==> config.mk <==
export PLATFORM = sky130hd
export DESIGN_NAME = tv_out_encoder
export DESIGN_NICKNAME = d
export VERILOG_FILES = /design/src/include/tv_out_pkg.sv /design/src/hw/tv_out_encoder.sv
export SDC_FILE = /design/constraint.sdc
export NUM_CORES = 1
export LEC_CHECK = 0
export ABC_AREA = 1
export ABC_CLOCK_PERIOD_IN_PS = 13300
export BUFFER_PORTS_ARGS = -buffer_cell sky130_fd_sc_hd__clkbuf_2
export CAP_MARGIN = 20
export CELL_PAD_IN_SITES_DETAIL_PLACEMENT = 0
export CELL_PAD_IN_SITES_GLOBAL_PLACEMENT = 2
export CORE_MARGIN = 3
export CORE_UTILIZATION = 37
export CTS_CLUSTER_SIZE = 14
export DETAILED_ROUTE_END_ITERATION = 8
export PLACE_DENSITY = 0.78
export SLEW_MARGIN = 20
export SYNTH_ARGS = -nofsm -noshare
export SYNTH_HDL_FRONTEND = slang
export SYNTH_SLANG_ARGS = --single-unit
==> constraint.sdc <==
create_clock -name pclk -period 13.3 [get_ports pclk]
set_input_delay 0.665 -clock pclk [delete_from_list [all_inputs] [get_ports pclk]]
set_output_delay 0.665 -clock pclk [all_outputs]
set_load 0.1 [all_outputs]
==> src/include/tv_out_pkg.sv <==
// Purpose: constants and types for the TV encoder output and VBI block
// Assumes: one 25 MHz clock, registers on APB, one word per register
// Notes: offsets are byte addresses
// Contract
// - Composite is luma plus chroma, clamped at code limits, never wrapping.
// - Colour kill gives composite equal to luma, trap-filtered only when trap is on; chroma output only by blank.
// - Cr/Cb interpolated fourfold, matrixed with luma into R, G, B.
// - Caption: run-in, start bit, two bytes per field on luma path.
// - Caption bytes double-buffered; writes never corrupt bytes in flight.
// - First byte register sent first, then second, each LSB first.
// - Caption line per field comes from a programmable line register.
// - Caption wins over copy-management data on the same line.
// - Run-in and bits from a phase accumulator at 503.5 kbit/s.
// - Caption zero at 0 IRE code, one at 50 IRE code.
// - Two status bits flag caption loads that come too often.
// - Caption bytes become new only when the second byte is written.
// - No new bytes by window start: two odd-parity NULLs are sent.
// - Send 1, 0, then 20 host bits; host supplies the CRC.
// - Copy-management on lines 20 and 283 every field when enabled.
// - Copy data double-buffered, new when its last register is written.
// - Adjust request with direction 1 shortens the frame, then self-clears.
// - Adjust request with direction 0 lengthens the frame, then self-clears.
// - Output select 1: Y, C, two composites; 0: R, G, B, composite.
// - Disabled converter shows neutral: blank, no colour, or black.
package tv_out_pkg;
	localparam logic [7:0]  REG_CTRL   = 8'h00;
	localparam logic [7:0]  REG_ADJ    = 8'h04;
	localparam logic [7:0]  REG_STAT   = 8'h08;
	localparam logic [7:0]  REG_CCL1   = 8'h0C;
	localparam logic [7:0]  REG_CCL2   = 8'h10;
	localparam logic [7:0]  REG_CC1A   = 8'h14;
	localparam logic [7:0]  REG_CC1B   = 8'h18;
	localparam logic [7:0]  REG_CC2A   = 8'h1C;
	localparam logic [7:0]  REG_CC2B   = 8'h20;
	localparam logic [7:0]  REG_CGA    = 8'h24;
	localparam logic [7:0]  REG_CGB    = 8'h28;
	localparam logic [7:0]  REG_CGC    = 8'h2C;
	localparam int          C_CAP_EN1  = 0;
	localparam int          C_CAP_EN2  = 1;
	localparam int          C_KILL     = 2;
	localparam int          C_OSEL     = 3;
	localparam int          C_CGMS     = 4;
	localparam int          C_TRAP     = 5;
	localparam int          C_CBLK     = 6;
	localparam int          C_DDIS     = 8;
	localparam int          A_REQ      = 0;
	localparam int          A_DIR      = 1;
	localparam logic [12:0] CTRL_RST   = 13'h0008;
	localparam logic [8:0]  CCL1_RST   = 9'h015;
	localparam logic [8:0]  CCL2_RST   = 9'h11C;
	localparam logic [8:0]  CG_LINE1   = 9'h014;
	localparam logic [8:0]  CG_LINE2   = 9'h11B;
	localparam logic [8:0]  BLANK_CODE = 9'h080;
	localparam logic [8:0]  IRE50_CODE = 9'h140;
	localparam logic [8:0]  BLACK_CODE = 9'h000;
	localparam logic [8:0]  CZERO_CODE = 9'h100;
	localparam logic [7:0]  NULL_ODD   = 8'h80;
	localparam logic [2:0]  START_SEQ  = 3'h4;
	localparam logic [1:0]  CG_REF     = 2'h1;
	localparam logic [2:0]  RUNIN_CYC  = 3'h7;
	localparam logic [4:0]  CC_BITS    = 5'h13;
	localparam logic [4:0]  CG_BITS    = 5'h16;
	localparam int          CLK_HZ     = 25000000;
	localparam int          CC_RATE_HZ = 503500;
	localparam int          CG_RATE_HZ = 447443;
	localparam logic [23:0] CC_INC     = 24'((64'(CC_RATE_HZ) << 24) / 64'(CLK_HZ));
	localparam logic [23:0] CG_INC     = 24'((64'(CG_RATE_HZ) << 24) / 64'(CLK_HZ));
	localparam int          WIN_NS     = 10500;
	localparam int          WIN_CYC    = (WIN_NS * (CLK_HZ / 1000000) + 999) / 1000;
	localparam int          KR_CR      = 359;
	localparam int          KG_CB      = 88;
	localparam int          KG_CR      = 183;
	localparam int          KB_CB      = 454;
	typedef struct packed {
		logic [8:0]        luma;
		logic [8:0]        luma_trap;
		logic signed [8:0] chroma;
		logic [7:0]        cr;
		logic [7:0]        cb;
	} vid_in_t;
	typedef struct packed {
		logic [3:0][8:0] code;
	} dac_out_t;
	typedef enum {ST_IDLE, ST_WAIT, ST_SEND} vbi_st_t;
endpackage

==> src/hw/tv_out_encoder.sv <==
// Purpose: composite/RGB output stage with caption and copy-data insertion
// Assumes: video and line timing come from logic on pclk
// Notes: frame length changes are requested of the timing generator
`timescale 1ns/1ps
`default_nettype none
module tv_out_encoder #(
	parameter int WIN_DLY = tv_out_pkg::WIN_CYC
) (
	input  wire logic                pclk,
	input  wire logic                presetn,
	input  wire logic [7:0]          paddr,
	input  wire logic                psel,
	input  wire logic                penable,
	input  wire logic                pwrite,
	input  wire logic [31:0]         pwdata,
	output logic [31:0]              prdata,
	output logic                     pready,
	output logic                     pslverr,
	input  wire tv_out_pkg::vid_in_t vid,
	input  wire logic                cbcr_stb,
	input  wire logic                line_start,
	input  wire logic [8:0]          line_num,
	input  wire logic                field_two,
	input  wire logic                frame_end,
	output tv_out_pkg::dac_out_t     dac,
	output logic                     frame_shorten,
	output logic                     frame_lengthen
);
	logic [12:0]          ctrl_r;
	logic                 req_r;
	logic                 dir_r;
	logic [1:0]           ov_r;
	logic [8:0]           ccl_r [2];
	logic [7:0]           stg_r [4];
	logic [1:0]           new_r;
	logic [19:0]          cg_stg_r;
	logic [19:0]          cg_sh_r;
	tv_out_pkg::vbi_st_t  st_r;
	logic [15:0]          dly_r;
	logic                 cc_mode_r;
	logic                 fld_r;
	logic [23:0]          acc_r;
	logic [21:0]          sh_r;
	logic [4:0]           cnt_r;
	logic [2:0]           runin_r;
	logic signed [8:0]    cr_prev_r;
	logic signed [8:0]    cr_cur_r;
	logic signed [8:0]    cb_prev_r;
	logic signed [8:0]    cb_cur_r;
	logic [1:0]           ph_r;
	logic                 wr;
	logic                 setup;
	logic                 cc_hit;
	logic                 cg_hit;
	logic                 win_go;
	logic                 consume;
	logic [24:0]          acc_nxt;
	logic                 tick;
	logic                 ins;
	logic [8:0]           vbi_code;
	logic [8:0]           lum_sel;
	logic [8:0]           comp_l;
	logic [8:0]           comp;
	logic signed [19:0]   sum;
	logic [8:0]           luma_o;
	logic [8:0]           chroma_o;
	logic signed [19:0]   cr_i;
	logic signed [19:0]   cb_i;
	logic [8:0]           r_c;
	logic [8:0]           g_c;
	logic [8:0]           b_c;
	tv_out_pkg::dac_out_t dac_nxt;
	logic [31:0]          rd_nxt;
	logic                 map_ok;
	logic [15:0]          cap_pair;

	function automatic logic hit(input logic [7:0] a, input logic [7:0] off);
		hit = (a == off);
	endfunction

	function automatic logic [8:0] sat9(input logic signed [19:0] v);
		if (v < 0)
			sat9 = 9'h000;
		else if (v > 20'sd511)
			sat9 = 9'h1FF;
		else
			sat9 = v[8:0];
	endfunction

	function automatic logic [19:0] rev20(input logic [19:0] d);
		for (int i = 0; i < 20; i++)
			rev20[i] = d[19 - i];
	endfunction

	// Zero-wait slave; write commits in the access phase only
	assign setup = psel && !penable;
	assign wr    = psel && penable && pwrite && pready;

	always_comb begin
		map_ok = 1'b1;
		rd_nxt = 32'h0000_0000;
		case (paddr)
			tv_out_pkg::REG_CTRL: rd_nxt = {19'h0, ctrl_r};
			tv_out_pkg::REG_ADJ:  rd_nxt = {30'h0, dir_r, req_r};
			tv_out_pkg::REG_STAT: rd_nxt = {28'h0, st_r != tv_out_pkg::ST_IDLE, req_r, ov_r};
			tv_out_pkg::REG_CCL1: rd_nxt = {23'h0, ccl_r[0]};
			tv_out_pkg::REG_CCL2: rd_nxt = {23'h0, ccl_r[1]};
			tv_out_pkg::REG_CC1A: rd_nxt = {24'h0, stg_r[0]};
			tv_out_pkg::REG_CC1B: rd_nxt = {24'h0, stg_r[1]};
			tv_out_pkg::REG_CC2A: rd_nxt = {24'h0, stg_r[2]};
			tv_out_pkg::REG_CC2B: rd_nxt = {24'h0, stg_r[3]};
			tv_out_pkg::REG_CGA:  rd_nxt = {28'h0, cg_stg_r[19:16]};
			tv_out_pkg::REG_CGB:  rd_nxt = {24'h0, cg_stg_r[15:8]};
			tv_out_pkg::REG_CGC:  rd_nxt = {24'h0, cg_stg_r[7:0]};
			default:              map_ok = 1'b0;
		endcase
	end

	always_ff @(posedge pclk or negedge presetn) begin
		if (!presetn) begin
			prdata  <= 32'h0000_0000;
			pready  <= 1'b0;
			pslverr <= 1'b0;
		end else begin
			pready <= 1'b1;
			if (setup) begin
				prdata  <= pwrite ? 32'h0000_0000 : rd_nxt;
				pslverr <= !map_ok;
			end
		end
	end

	always_ff @(posedge pclk or negedge presetn) begin
		if (!presetn) begin
			ctrl_r   <= tv_out_pkg::CTRL_RST;
			ccl_r[0] <= tv_out_pkg::CCL1_RST;
			ccl_r[1] <= tv_out_pkg::CCL2_RST;
		end else if (wr) begin
			if (hit(paddr, tv_out_pkg::REG_CTRL))
				ctrl_r <= pwdata[12:0];
			if (hit(paddr, tv_out_pkg::REG_CCL1))
				ccl_r[0] <= pwdata[8:0];
			if (hit(paddr, tv_out_pkg::REG_CCL2))
				ccl_r[1] <= pwdata[8:0];
		end
	end

	// Frame adjust: request waits for the frame end, then clears itself
	always_ff @(posedge pclk or negedge presetn) begin
		if (!presetn) begin
			req_r          <= 1'b0;
			dir_r          <= 1'b0;
			frame_shorten  <= 1'b0;
			frame_lengthen <= 1'b0;
		end else begin
			frame_shorten  <= req_r && frame_end && dir_r;
			frame_lengthen <= req_r && frame_end && !dir_r;
			if (req_r && frame_end)
				req_r <= 1'b0;
			if (wr && hit(paddr, tv_out_pkg::REG_ADJ) && pwdata[tv_out_pkg::A_REQ]) begin
				req_r <= 1'b1;
				dir_r <= pwdata[tv_out_pkg::A_DIR];
			end
		end
	end

	// Caption staging; a late consume never eats a same-cycle write
	always_ff @(posedge pclk or negedge presetn) begin
		if (!presetn) begin
			for (int i = 0; i < 4; i++)
				stg_r[i] <= 8'h00;
			new_r <= 2'h0;
			ov_r  <= 2'h0;
		end else begin
			if (wr && hit(paddr, tv_out_pkg::REG_STAT))
				ov_r <= ov_r & ~pwdata[1:0];
			if (consume)
				new_r[fld_r] <= 1'b0;
			if (wr && hit(paddr, tv_out_pkg::REG_CC1A))
				stg_r[0] <= pwdata[7:0];
			if (wr && hit(paddr, tv_out_pkg::REG_CC2A))
				stg_r[2] <= pwdata[7:0];
			if (wr && hit(paddr, tv_out_pkg::REG_CC1B)) begin
				stg_r[1] <= pwdata[7:0];
				new_r[0] <= 1'b1;
				if (new_r[0])
					ov_r[0] <= 1'b1;
			end
			if (wr && hit(paddr, tv_out_pkg::REG_CC2B)) begin
				stg_r[3] <= pwdata[7:0];
				new_r[1] <= 1'b1;
				if (new_r[1])
					ov_r[1] <= 1'b1;
			end
		end
	end

	// Copy data staging; only the last-register write moves a word to the shadow
	always_ff @(posedge pclk or negedge presetn) begin
		if (!presetn) begin
			cg_stg_r <= 20'h00000;
			cg_sh_r  <= 20'h00000;
		end else begin
			if (wr && hit(paddr, tv_out_pkg::REG_CGA))
				cg_stg_r[19:16] <= pwdata[3:0];
			if (wr && hit(paddr, tv_out_pkg::REG_CGB))
				cg_stg_r[15:8] <= pwdata[7:0];
			if (wr && hit(paddr, tv_out_pkg::REG_CGC)) begin
				cg_stg_r[7:0] <= pwdata[7:0];
				cg_sh_r       <= {cg_stg_r[19:8], pwdata[7:0]};
			end
		end
	end

	assign cc_hit = field_two ? (ctrl_r[tv_out_pkg::C_CAP_EN2] && line_num == ccl_r[1])
	                          : (ctrl_r[tv_out_pkg::C_CAP_EN1] && line_num == ccl_r[0]);
	assign cg_hit = ctrl_r[tv_out_pkg::C_CGMS] &&
	                line_num == (field_two ? tv_out_pkg::CG_LINE2 : tv_out_pkg::CG_LINE1);
	assign win_go  = st_r == tv_out_pkg::ST_WAIT && dly_r == 16'(WIN_DLY - 1);
	assign consume = win_go && cc_mode_r;
	assign acc_nxt = {1'b0, acc_r} + {1'b0, cc_mode_r ? tv_out_pkg::CC_INC : tv_out_pkg::CG_INC};
	assign tick    = acc_nxt[24];
	assign cap_pair = new_r[fld_r] ? {stg_r[{fld_r, 1'b1}], stg_r[{fld_r, 1'b0}]}
	                               : {tv_out_pkg::NULL_ODD, tv_out_pkg::NULL_ODD};

	// Bits leave LSB first; run-in is the accumulator's top bit
	always_ff @(posedge pclk or negedge presetn) begin
		if (!presetn) begin
			st_r      <= tv_out_pkg::ST_IDLE;
			dly_r     <= 16'h0000;
			cc_mode_r <= 1'b0;
			fld_r     <= 1'b0;
			acc_r     <= 24'h000000;
			sh_r      <= 22'h000000;
			cnt_r     <= 5'h00;
			runin_r   <= 3'h0;
		end else begin
			case (st_r)
				tv_out_pkg::ST_IDLE: begin
					if (line_start && (cc_hit || cg_hit)) begin
						st_r      <= tv_out_pkg::ST_WAIT;
						dly_r     <= 16'h0000;
						cc_mode_r <= cc_hit;
						fld_r     <= field_two;
					end
				end
				tv_out_pkg::ST_WAIT: begin
					dly_r <= dly_r + 16'h0001;
					if (win_go) begin
						st_r  <= tv_out_pkg::ST_SEND;
						acc_r <= 24'h000000;
						if (cc_mode_r) begin
							sh_r    <= {3'h0, cap_pair, tv_out_pkg::START_SEQ};
							cnt_r   <= tv_out_pkg::CC_BITS;
							runin_r <= tv_out_pkg::RUNIN_CYC;
						end else begin
							sh_r    <= {rev20(cg_sh_r), tv_out_pkg::CG_REF};
							cnt_r   <= tv_out_pkg::CG_BITS;
							runin_r <= 3'h0;
						end
					end
				end
				tv_out_pkg::ST_SEND: begin
					acc_r <= acc_nxt[23:0];
					if (tick) begin
						if (runin_r != 3'h0) begin
							runin_r <= runin_r - 3'h1;
						end else begin
							sh_r  <= {1'b0, sh_r[21:1]};
							cnt_r <= cnt_r - 5'h01;
							if (cnt_r == 5'h01)
								st_r <= tv_out_pkg::ST_IDLE;
						end
					end
				end
				default: st_r <= tv_out_pkg::ST_IDLE;
			endcase
		end
	end

	// Linear 4x interpolation; a simple ramp, not a sharp-cutoff filter
	always_ff @(posedge pclk or negedge presetn) begin
		if (!presetn) begin
			cr_prev_r <= 9'sh000;
			cr_cur_r  <= 9'sh000;
			cb_prev_r <= 9'sh000;
			cb_cur_r  <= 9'sh000;
			ph_r      <= 2'h0;
		end else if (cbcr_stb) begin
			cr_prev_r <= cr_cur_r;
			cb_prev_r <= cb_cur_r;
			cr_cur_r  <= $signed({1'b0, vid.cr}) - 9'sh080;
			cb_cur_r  <= $signed({1'b0, vid.cb}) - 9'sh080;
			ph_r      <= 2'h0;
		end else begin
			ph_r <= ph_r + 2'h1;
		end
	end

	always_comb begin
		ins      = st_r == tv_out_pkg::ST_SEND;
		vbi_code = ((runin_r != 3'h0) ? acc_r[23] : sh_r[0]) ?
		           tv_out_pkg::IRE50_CODE : tv_out_pkg::BLANK_CODE;
		lum_sel  = ctrl_r[tv_out_pkg::C_TRAP] ? vid.luma_trap : vid.luma;
		luma_o   = ins ? vbi_code : vid.luma;
		comp_l   = ins ? vbi_code : lum_sel;
		sum      = $signed({11'h000, comp_l}) + 20'(vid.chroma);
		comp     = ctrl_r[tv_out_pkg::C_KILL] ? comp_l : sat9(sum);
		chroma_o = ctrl_r[tv_out_pkg::C_CBLK] ? tv_out_pkg::CZERO_CODE
		                                      : {~vid.chroma[8], vid.chroma[7:0]};
		cr_i = 20'(cr_prev_r) + ((20'(cr_cur_r) - 20'(cr_prev_r)) * $signed({18'h0, ph_r}) >>> 2);
		cb_i = 20'(cb_prev_r) + ((20'(cb_cur_r) - 20'(cb_prev_r)) * $signed({18'h0, ph_r}) >>> 2);
		r_c  = sat9(20'($signed({11'h000, vid.luma})
		            + ((cr_i * tv_out_pkg::KR_CR) >>> 8)));
		g_c  = sat9(20'($signed({11'h000, vid.luma}) - ((cb_i * tv_out_pkg::KG_CB) >>> 8)
		            - ((cr_i * tv_out_pkg::KG_CR) >>> 8)));
		b_c  = sat9(20'($signed({11'h000, vid.luma})
		            + ((cb_i * tv_out_pkg::KB_CB) >>> 8)));
		if (ctrl_r[tv_out_pkg::C_OSEL]) begin
			dac_nxt.code = {comp, comp, chroma_o, luma_o};
			if (ctrl_r[tv_out_pkg::C_DDIS])
				dac_nxt.code[0] = tv_out_pkg::BLANK_CODE;
			if (ctrl_r[tv_out_pkg::C_DDIS + 1])
				dac_nxt.code[1] = tv_out_pkg::CZERO_CODE;
			if (ctrl_r[tv_out_pkg::C_DDIS + 2])
				dac_nxt.code[2] = tv_out_pkg::BLANK_CODE;
		end else begin
			dac_nxt.code = {comp, b_c, g_c, r_c};
			for (int i = 0; i < 3; i++)
				if (ctrl_r[tv_out_pkg::C_DDIS + i])
					dac_nxt.code[i] = tv_out_pkg::BLACK_CODE;
		end
		if (ctrl_r[tv_out_pkg::C_DDIS + 3])
			dac_nxt.code[3] = tv_out_pkg::BLANK_CODE;
	end

	always_ff @(posedge pclk or negedge presetn) begin
		if (!presetn)
			dac <= '{code: {4{tv_out_pkg::BLANK_CODE}}};
		else
			dac <= dac_nxt;
	end
endmodule
`default_nettype wire

; Word level (Yosys, flattened, before mapping)
; Cells that the tools add are included.
[classes]
addsub = 16
bitwise_logic = 7
mul = 6
mux = 76
eq_ne = 26
reduce_logical = 47
n_lt_le_gt_ge = 12
[ops]
columns = op, count
row1 = 2-to-1 mux 9 bit, 22
row2 = 2-to-1 mux 32 bit, 6
row3 = case mux 13 bit (12 select lines), 1
row4 = case mux 32 bit (3 select lines), 1
row5 = 2-to-1 mux 22 bit, 4
row6 = == test 32 x 2 -> 1 bit (second input constant), 2
row7 = case mux 24 bit (2 select lines), 1
row8 = case mux 22 bit (2 select lines), 1
row9 = multiplier 12 x 9 -> 21 bit (second input constant), 2
row10 = binary-select mux 8 bit (select 2 bit), 2
row11 = == test 32 x 1 -> 1 bit (second input constant), 1
row12 = == test 32 x 3 -> 1 bit (second input constant), 1
row13 = == test 8 x 5 -> 1 bit (second input constant), 4
row14 = == test 8 x 6 -> 1 bit (second input constant), 4
row15 = zero test 32 bit, 1
row16 = 2-to-1 mux 16 bit, 2
row17 = 2-to-1 mux 8 bit, 4
row18 = case mux 16 bit (2 select lines), 1
row19 = nonzero test 32 bit, 1
row20 = adder 10 x 14 -> 15 bit, 2
row21 = greater-than comparator 15 x 10 -> 1 bit (second input constant), 2
row22 = < comparator 15 x 1 -> 1 bit (second input constant), 2
row23 = == test 9 bit, 3
row24 = 2-to-1 mux 27 bit, 1
row25 = other kinds (49), 119
[totals]
output_inout_bits = 72
inputBits = 101
word_cells = 228
reg_bits = 323

; Longest topological paths before layout
; Gate-level depths: netlist of run 1.
[depth]
depth_word = 11
ltp_mapped = 65

; Worst setup path before layout of run 1
; Ideal clock, no wire load.
[synth_path]
kind = register -> register
start = reg cr_prev_r[0]
end = reg dac[10] (netlist name)
arrival_ps = 10003
path_stages_with_launch = 56
required_ps = 13187
setup_slack_ps = 3184
cell_sequence = dfrtp_1 ha_1 fa_1 o21ai_0 a21oi_1 o21ai_0 nand2_1 a22oi_1 nor2_1 ha_1 ha_1 inv_1 o31ai_1 nand2_1 nand2_1 a21oi_1 xor2_1 ha_1 (+20 left out) fa_1 inv_1 ha_1 a21oi_1 o21a_1 nand2_1 a21boi_1 o21ai_0 nand2_1 nand2_1 a21oi_1 inv_1 nand2_1 nand2_2 nand2_2 nand3_1 nand2_1 inv_1
[synth_lines]
columns = item, line
row1 = from (decl), tv_out_encoder.sv:46  ; logic signed [8:0] cr_prev_r;
row2 = from (signal assigned), tv_out_encoder.sv:290  ; cr_prev_r <= cr_cur_r;
row3 = to (signal assigned), tv_out_encoder.sv:339  ; dac <= '{code: {4{tv_out_pkg::BLANK_CODE}}};
row4 = to (signal assigned), tv_out_encoder.sv:341  ; dac <= dac_nxt;
row5 = to (decl), tv_out_encoder.sv:25  ; output tv_out_pkg::dac_out_t dac,

==> impl_metrics.env, run 1 <==
export IMPL_rsz0062_at_grt="no"
export IMPL_numCtsBuffers=35
export IMPL_fmax_mhz=87.9
export IMPL_die_y_um=266
export IMPL_gp_congestion=0.864
export IMPL_cts_reportedPaths_clkPinSlew_ps=60
export IMPL_initial_core_util_pct=37.7
export IMPL_multiInputGateArea_um2=16000
export IMPL_synth_area_leaders="dfrtp_1 (25%), ha_1 (14%), fa_1 (10%)"
export IMPL_netlist_area_leader_share_pct=25.0
export IMPL_critPathKind="flop to flop"
export IMPL_grt_pass1_wl_um=117000
export IMPL_cp_slowest_cell="xor2_1"
export IMPL_hpwl_um=58000
export IMPL_synth_top_family_by_area="adder cells"
export IMPL_max_slew_margin_pct=31.5
export IMPL_antenna_cells=0
export IMPL_drc=0
export IMPL_start_kind="flop"
export IMPL_reg2reg_to="dac[14]"
export IMPL_critical_path_max_stage_delay_ps=710
export IMPL_drive_gt1_share_pct=7.91
export IMPL_post_cts_buffers=0
export IMPL_drv_cap=0
export IMPL_netlist_instances=3258
export IMPL_grt_pass1_vias=21700
export IMPL_synth_most_common_cell="nand2_1"
export IMPL_core_area_um2=66500
export IMPL_muxShareOfSynthArea_pct=0.345
export IMPL_nNetsFinal=3894
export IMPL_layout_min_cycle_time_ps=11380
export IMPL_routed_wirelength_um=72200
export IMPL_clock_latency_ps=560
export IMPL_postCtsResizedCells=0
export IMPL_cp_end_kind="flop"
export IMPL_viasPerCell=5.03
export IMPL_maxSlewViolCount=0
export IMPL_synth_warning_count=0
export IMPL_avgRoutedWirePerCell_um=16.9
export IMPL_grt_overflow=0
export IMPL_crit_fanout=9
export IMPL_register_area_um2=6570
export IMPL_synth_top_cells_by_count="nand2_1 (660), inv_1 (582), ha_1 (289)"
export IMPL_cts_tree="yes"
export IMPL_yosys_register_bits=262
export IMPL_path_common_cell="nand2_1"
export IMPL_antenna_found_initial=0
export IMPL_cts_root_buf="clkbuf_16"
export IMPL_period_share_pct=85.6
export IMPL_cts_hold_buffers=0
export IMPL_syn_avg_cell_area_um2=7.69
export IMPL_worstMarginPinSlew_ps=1020
export IMPL_synthAdderAreaFrac_pct=24.6
export IMPL_die_x_um=266
export IMPL_fin_cells=4265
export IMPL_yosysUniqueCellTypes=70
export IMPL_skew_ps=26.9
export IMPL_synth_compound_area_share_pct=14.9
export IMPL_reg2reg_slack_ps=1920
export IMPL_netlist_area_um2=25100
export IMPL_area_growth_pct=10.8
export IMPL_rr_worst_depth=58
export IMPL_synthSimpleGateAreaFrac_pct=18.3
export IMPL_fillers=6852
export IMPL_finalSetupViolations=0
export IMPL_synth_xor_area_share_pct=5.20
export IMPL_synthFlopType="dfrtp_1"
export IMPL_drtAntennaViolNets=0
export IMPL_hold_viol=0
export IMPL_h_tree_depth=2
export IMPL_vias=21500
export IMPL_async_flop_share_pct=100
export IMPL_io_buffers=134
export IMPL_dieArea_um2=70900
export IMPL_drtPass1Iterations=6
export IMPL_cts_sinks=262
export IMPL_yosys_area_top_type="dfrtp_1"
export IMPL_synth_edff_count=0
export IMPL_cts_path_max_buffers=3
export IMPL_synth_seq_area_share_pct=26.2
export IMPL_io_pins=173
export IMPL_rows=94
export IMPL_r2r_start="cr_prev_r[1]"
export IMPL_grt_use_total_pct=20.6
export IMPL_dr_first_iter_drc_count=1409
export IMPL_place_inst=4204
export IMPL_critical_path_required_ps=13750
export IMPL_tns_ps=0
export IMPL_hold_class="input pin to async pin"
export IMPL_status="completed"
export IMPL_cp_arrival_ps=11830
export IMPL_grt_max_degree=77
worst max-delay path by stage:
stage	start	endpoint	slack, ps	cells past startpoint
floorplan	cr_prev_r[0]	dac[10]	3180	55
global placement	cr_prev_r[1]	dac[14]	1900	60
detailed placement	cr_prev_r[1]	dac[14]	1840	58
CTS	cr_prev_r[1]	dac[14]	1800	58
global route	cr_prev_r[1]	dac[12]	650	58
finish	cr_prev_r[1]	dac[14]	1920	58
kinds of logic (layout without fill, tap and decap cells):
| logic type | after synthesis | after routing |
|---|---|---|
| XOR/XNOR | 148 | 148 |
| adder cells (fa/ha/maj) | 416 | 416 |
| AO/OA/AOI/OAI | 643 | 643 |
| multiplexers | 8 | 8 |
| other | 2 | 20 |
| flip-flops | 262 | 262 |
| AND/OR/NAND/NOR | 1105 | 1105 |
| buffers and inverters | 674 | 799 |
per-layer routing:
metal	track usage, %	vias to the layer above	part of all wire (%)
li1	-	10800	-
met1	29.7	10200	50
met2	33.5	424	45
met3	2.16	68	3.7
met4	4.49	0	1.9
met5	0	-	0
metrics by stage:
| step | utilization, % | hold slack (ps) | setup slack [ps] | area (um^2) |
|---|---|---|---|---|
| after global placement | 40.0 | 407 | 1900 | 26600 |
| final | 41.8 | 124 | 1920 | 27800 |
| after global routing | 41.8 | 163 | 653 | 27800 |
| after floorplan | - | 369 | 3180 | 25100 |
| after CTS | 41.8 | 135 | 1800 | 27800 |
| after detailed placement | 40.0 | 418 | 1840 | 26600 |
layout by cell type, fill, tap and decap left out, types with 8 or more instances in the layout:
cell       Yosys  final
a21o_1        14     14
a21oi_1      215    215
a221oi_1      21     21
a22o_1         8      8
a31oi_1       14     14
buf_4         20     13
clkbuf_16      0     35
clkbuf_2       0    133
conb_1         2     20
dfrtp_1      250    250
dfstp_2       12     12
fa_1         127    127
ha_1         289    289
inv_1        582    582
nand2_1      660    660
nand2_2       15     15
nand3_1      135    135
nand4_1       21     21
nor2_1       204    203
nor3_1        35     35
nor4_1        11     11
o211ai_1      12     12
o21ai_0      253    253
o21bai_1      13     13
o22ai_1       19     19
o31ai_1       11     11
xnor2_1       43     43
xor2_1       104    104
cell type report:
class,count,area share (%)
tap,864,3.89
clock inverter,13,0.653
timing repair buffer,147,2.80
inverter,591,8.00
clock buffer,48,3.55
multi-input combinational,2340,57.4
sequential,262,23.7
sequential cells by signal, indices dropped and copies added (netlist names), 2 cells and up:
name / cells
dac: 36
stg_r: 32
acc_r: 24
sh_r: 22
cg_stg_r: 19
ccl_r: 18
dly_r: 16
cg_sh_r: 13
ctrl_r: 13
prdata: 13
cb_cur_r: 8
cb_prev_r: 8
cr_cur_r: 8
cr_prev_r: 8
cnt_r: 5
runin_r: 3
new_r: 2
ov_r: 2
ph_r: 2
st_r: 2
critical path, delay by kind of cell, from the launching register on:
kind	cells	cell delay [ps]
adders and majority gates	11	4300
xor gates and xnor gates	3	1050
buffers and inverters	8	570
and+or+nand+nor	23	2310
DFF	1	410
AOI/OAI and AO/OA	13	2620
Power of run 1 is left out: the tool's default activity adds up to more than one toggle a clock period on the data nets, which glitch-free logic cannot reach.
==> run 2: changes to the inputs <==
PLACE_DENSITY = not set   (was 0.78)
PLACE_DENSITY_LB_ADDON = 0.1   (was not set)
==> run 2 against run 1 <==
  * Cell area fell by 0.13%
  * Worst hold slack worse by 40 ps
  * Cell count stayed put
  * Core utilization shrank 0.055 points
  * Clock skew is 1.3 ps lower
  * Flip-flop and latch count stayed put
  * Non-clock buffer count up 1
  * Register-to-register slack worse by 60 ps
==> impl_metrics.env, run 2 (synthesis results as in run 1) <==
export IMPL_cp_slowest_cell="xor2_1"
export IMPL_postCtsResizedCells=0
export IMPL_reg2reg_slack_ps=1860
export IMPL_status="completed"
export IMPL_hpwl_um=59600
export IMPL_hold_class="input pin to async pin"
export IMPL_grt_pass1_wl_um=119000
export IMPL_grt_pass1_vias=21600
export IMPL_top_register="dac"
export IMPL_dieArea_um2=70900
export IMPL_io_buffers=134
export IMPL_reg2reg_to="dac[14]"
export IMPL_layout_min_cycle_time_ps=11440
export IMPL_drv_cap=0
export IMPL_max_slew_margin_pct=28.3
export IMPL_final_cell_mix="nand2_1 (660), inv_1 (582), ha_1 (289)"
export IMPL_finalSetupViolations=0
export IMPL_clock_latency_ps=560
export IMPL_gr_usage_met3_pct=3.30
export IMPL_rows=94
export IMPL_grt_met2_usage_pct=33.4
export IMPL_period_share_pct=86.0
export IMPL_critical_path_required_ps=13750
export IMPL_post_cts_buffers=0
export IMPL_critPathKind="flop to flop"
export IMPL_rsz0062_at_grt="no"
export IMPL_start_kind="flop"
export IMPL_cts_path_max_buffers=3
export IMPL_routed_wirelength_um=74400
export IMPL_h_tree_depth=2
export IMPL_io_pins=173
export IMPL_initial_core_util_pct=37.7
export IMPL_core_area_um2=66500
export IMPL_path_common_cell="nand2_1"
export IMPL_hold_viol=0
export IMPL_fmax_mhz=87.4
export IMPL_drtAntennaViolNets=0
export IMPL_critical_path_max_stage_delay_ps=780
export IMPL_cts_sinks=262
export IMPL_cts_tree="yes"
export IMPL_area_growth_pct=10.7
export IMPL_crit_fanout=9
export IMPL_vias=21400
export IMPL_die_x_um=266
export IMPL_antenna_cells=0
export IMPL_dr_first_iter_drc_count=1283
export IMPL_viasPerCell=5.01
export IMPL_grtUsageMet1_pct=31.0
export IMPL_final_common_cell="nand2_1"
export IMPL_worstMarginPinSlew_ps=1070
export IMPL_gp_congestion=0.857
export IMPL_numCtsBuffers=35
export IMPL_die_y_um=266
export IMPL_avgRoutedWirePerCell_um=17.4
export IMPL_skew_ps=25.6
export IMPL_cts_reportedPaths_clkPinSlew_ps=60
export IMPL_grt_busiest_layer="met2"
export IMPL_multiInputGateArea_um2=16000
export IMPL_cp_arrival_ps=11890
export IMPL_drc=0
export IMPL_grt_use_total_pct=21.2
export IMPL_biggestRegsByFlops="dac x36, stg_r x32, acc_r x24"
export IMPL_register_area_um2=6570
export IMPL_cts_hold_buffers=0
export IMPL_drtPass1Iterations=5
export IMPL_maxSlewViolCount=0
export IMPL_cp_end_kind="flop"
export IMPL_crit_path_end="dac[14]"
export IMPL_startpoint="cr_prev_r[1]"
export IMPL_cts_root_buf="clkbuf_16"
export IMPL_r2r_start="cr_prev_r[1]"
export IMPL_fillers=6869
export IMPL_nNetsFinal=3895
export IMPL_tns_ps=0
export IMPL_grt_max_degree=71
export IMPL_rr_worst_depth=58
export IMPL_grt_overflow=0
export IMPL_antenna_found_initial=1
export IMPL_drive_gt1_share_pct=8.00
export IMPL_largest_reg_flops=36
## run 2: per-layer routing
layer	wire [um]	up-vias
met5	0	-
met4	1270	0
met3	3410	70
met2	32300	392
met1	37400	10100
li1	-	10800
## run 2: final cells by class
type / instances / share of cell area, %
clock buffer: 46 / 3.56
clock inverter: 14 / 0.487
inverter: 591 / 8.01
multi-input combinational: 2340 / 57.5
sequential: 262 / 23.7
tap: 864 / 3.90
timing repair buffer: 148 / 2.83
## run 2: worst max-delay path: cells and delay by family, from the launching register on
kind	cells	cell delay, ps
AOI/OAI and AO/OA	14	2850
adders and majority gates	11	4270
and+or+nand+nor	21	2060
buffers and inverters	9	620
xor gates and xnor gates	3	1140
DFF	1	400
## run 2: how the worst min path moves through the flow
| stage | to | startpoint | slack, ps |
|---|---|---|---|
| 6_report | cr_prev_r[1] | presetn | 80 |
| 3_3_place_gp | ph_r[0] | ph_r[0] | 410 |
| 5_1_grt | cr_prev_r[1] | presetn | 110 |
| 4_1_cts | cr_prev_r[1] | presetn | 90 |
| 3_5_place_dp | ph_r[0] | ph_r[0] | 410 |
| 2_1_floorplan | acc_r[0] | presetn | 370 |
## run 2: stage by stage
| stage | hold slack [ps] | std cells | util, % | setup slack, ps | area, um^2 |
|---|---|---|---|---|---|
| floorplan | 369 | 3276 | - | 3180 | 25100 |
| global placement | 407 | 4205 | 40.0 | 1880 | 26600 |
| detailed placement | 410 | 4205 | 40.0 | 1830 | 26600 |
| CTS | 91.6 | 4265 | 41.7 | 1780 | 27700 |
| global route | 112 | 4265 | 41.7 | 802 | 27700 |
| finish | 84.2 | 4265 | 41.7 | 1860 | 27700 |
Power of run 2 is left out for the same reason.
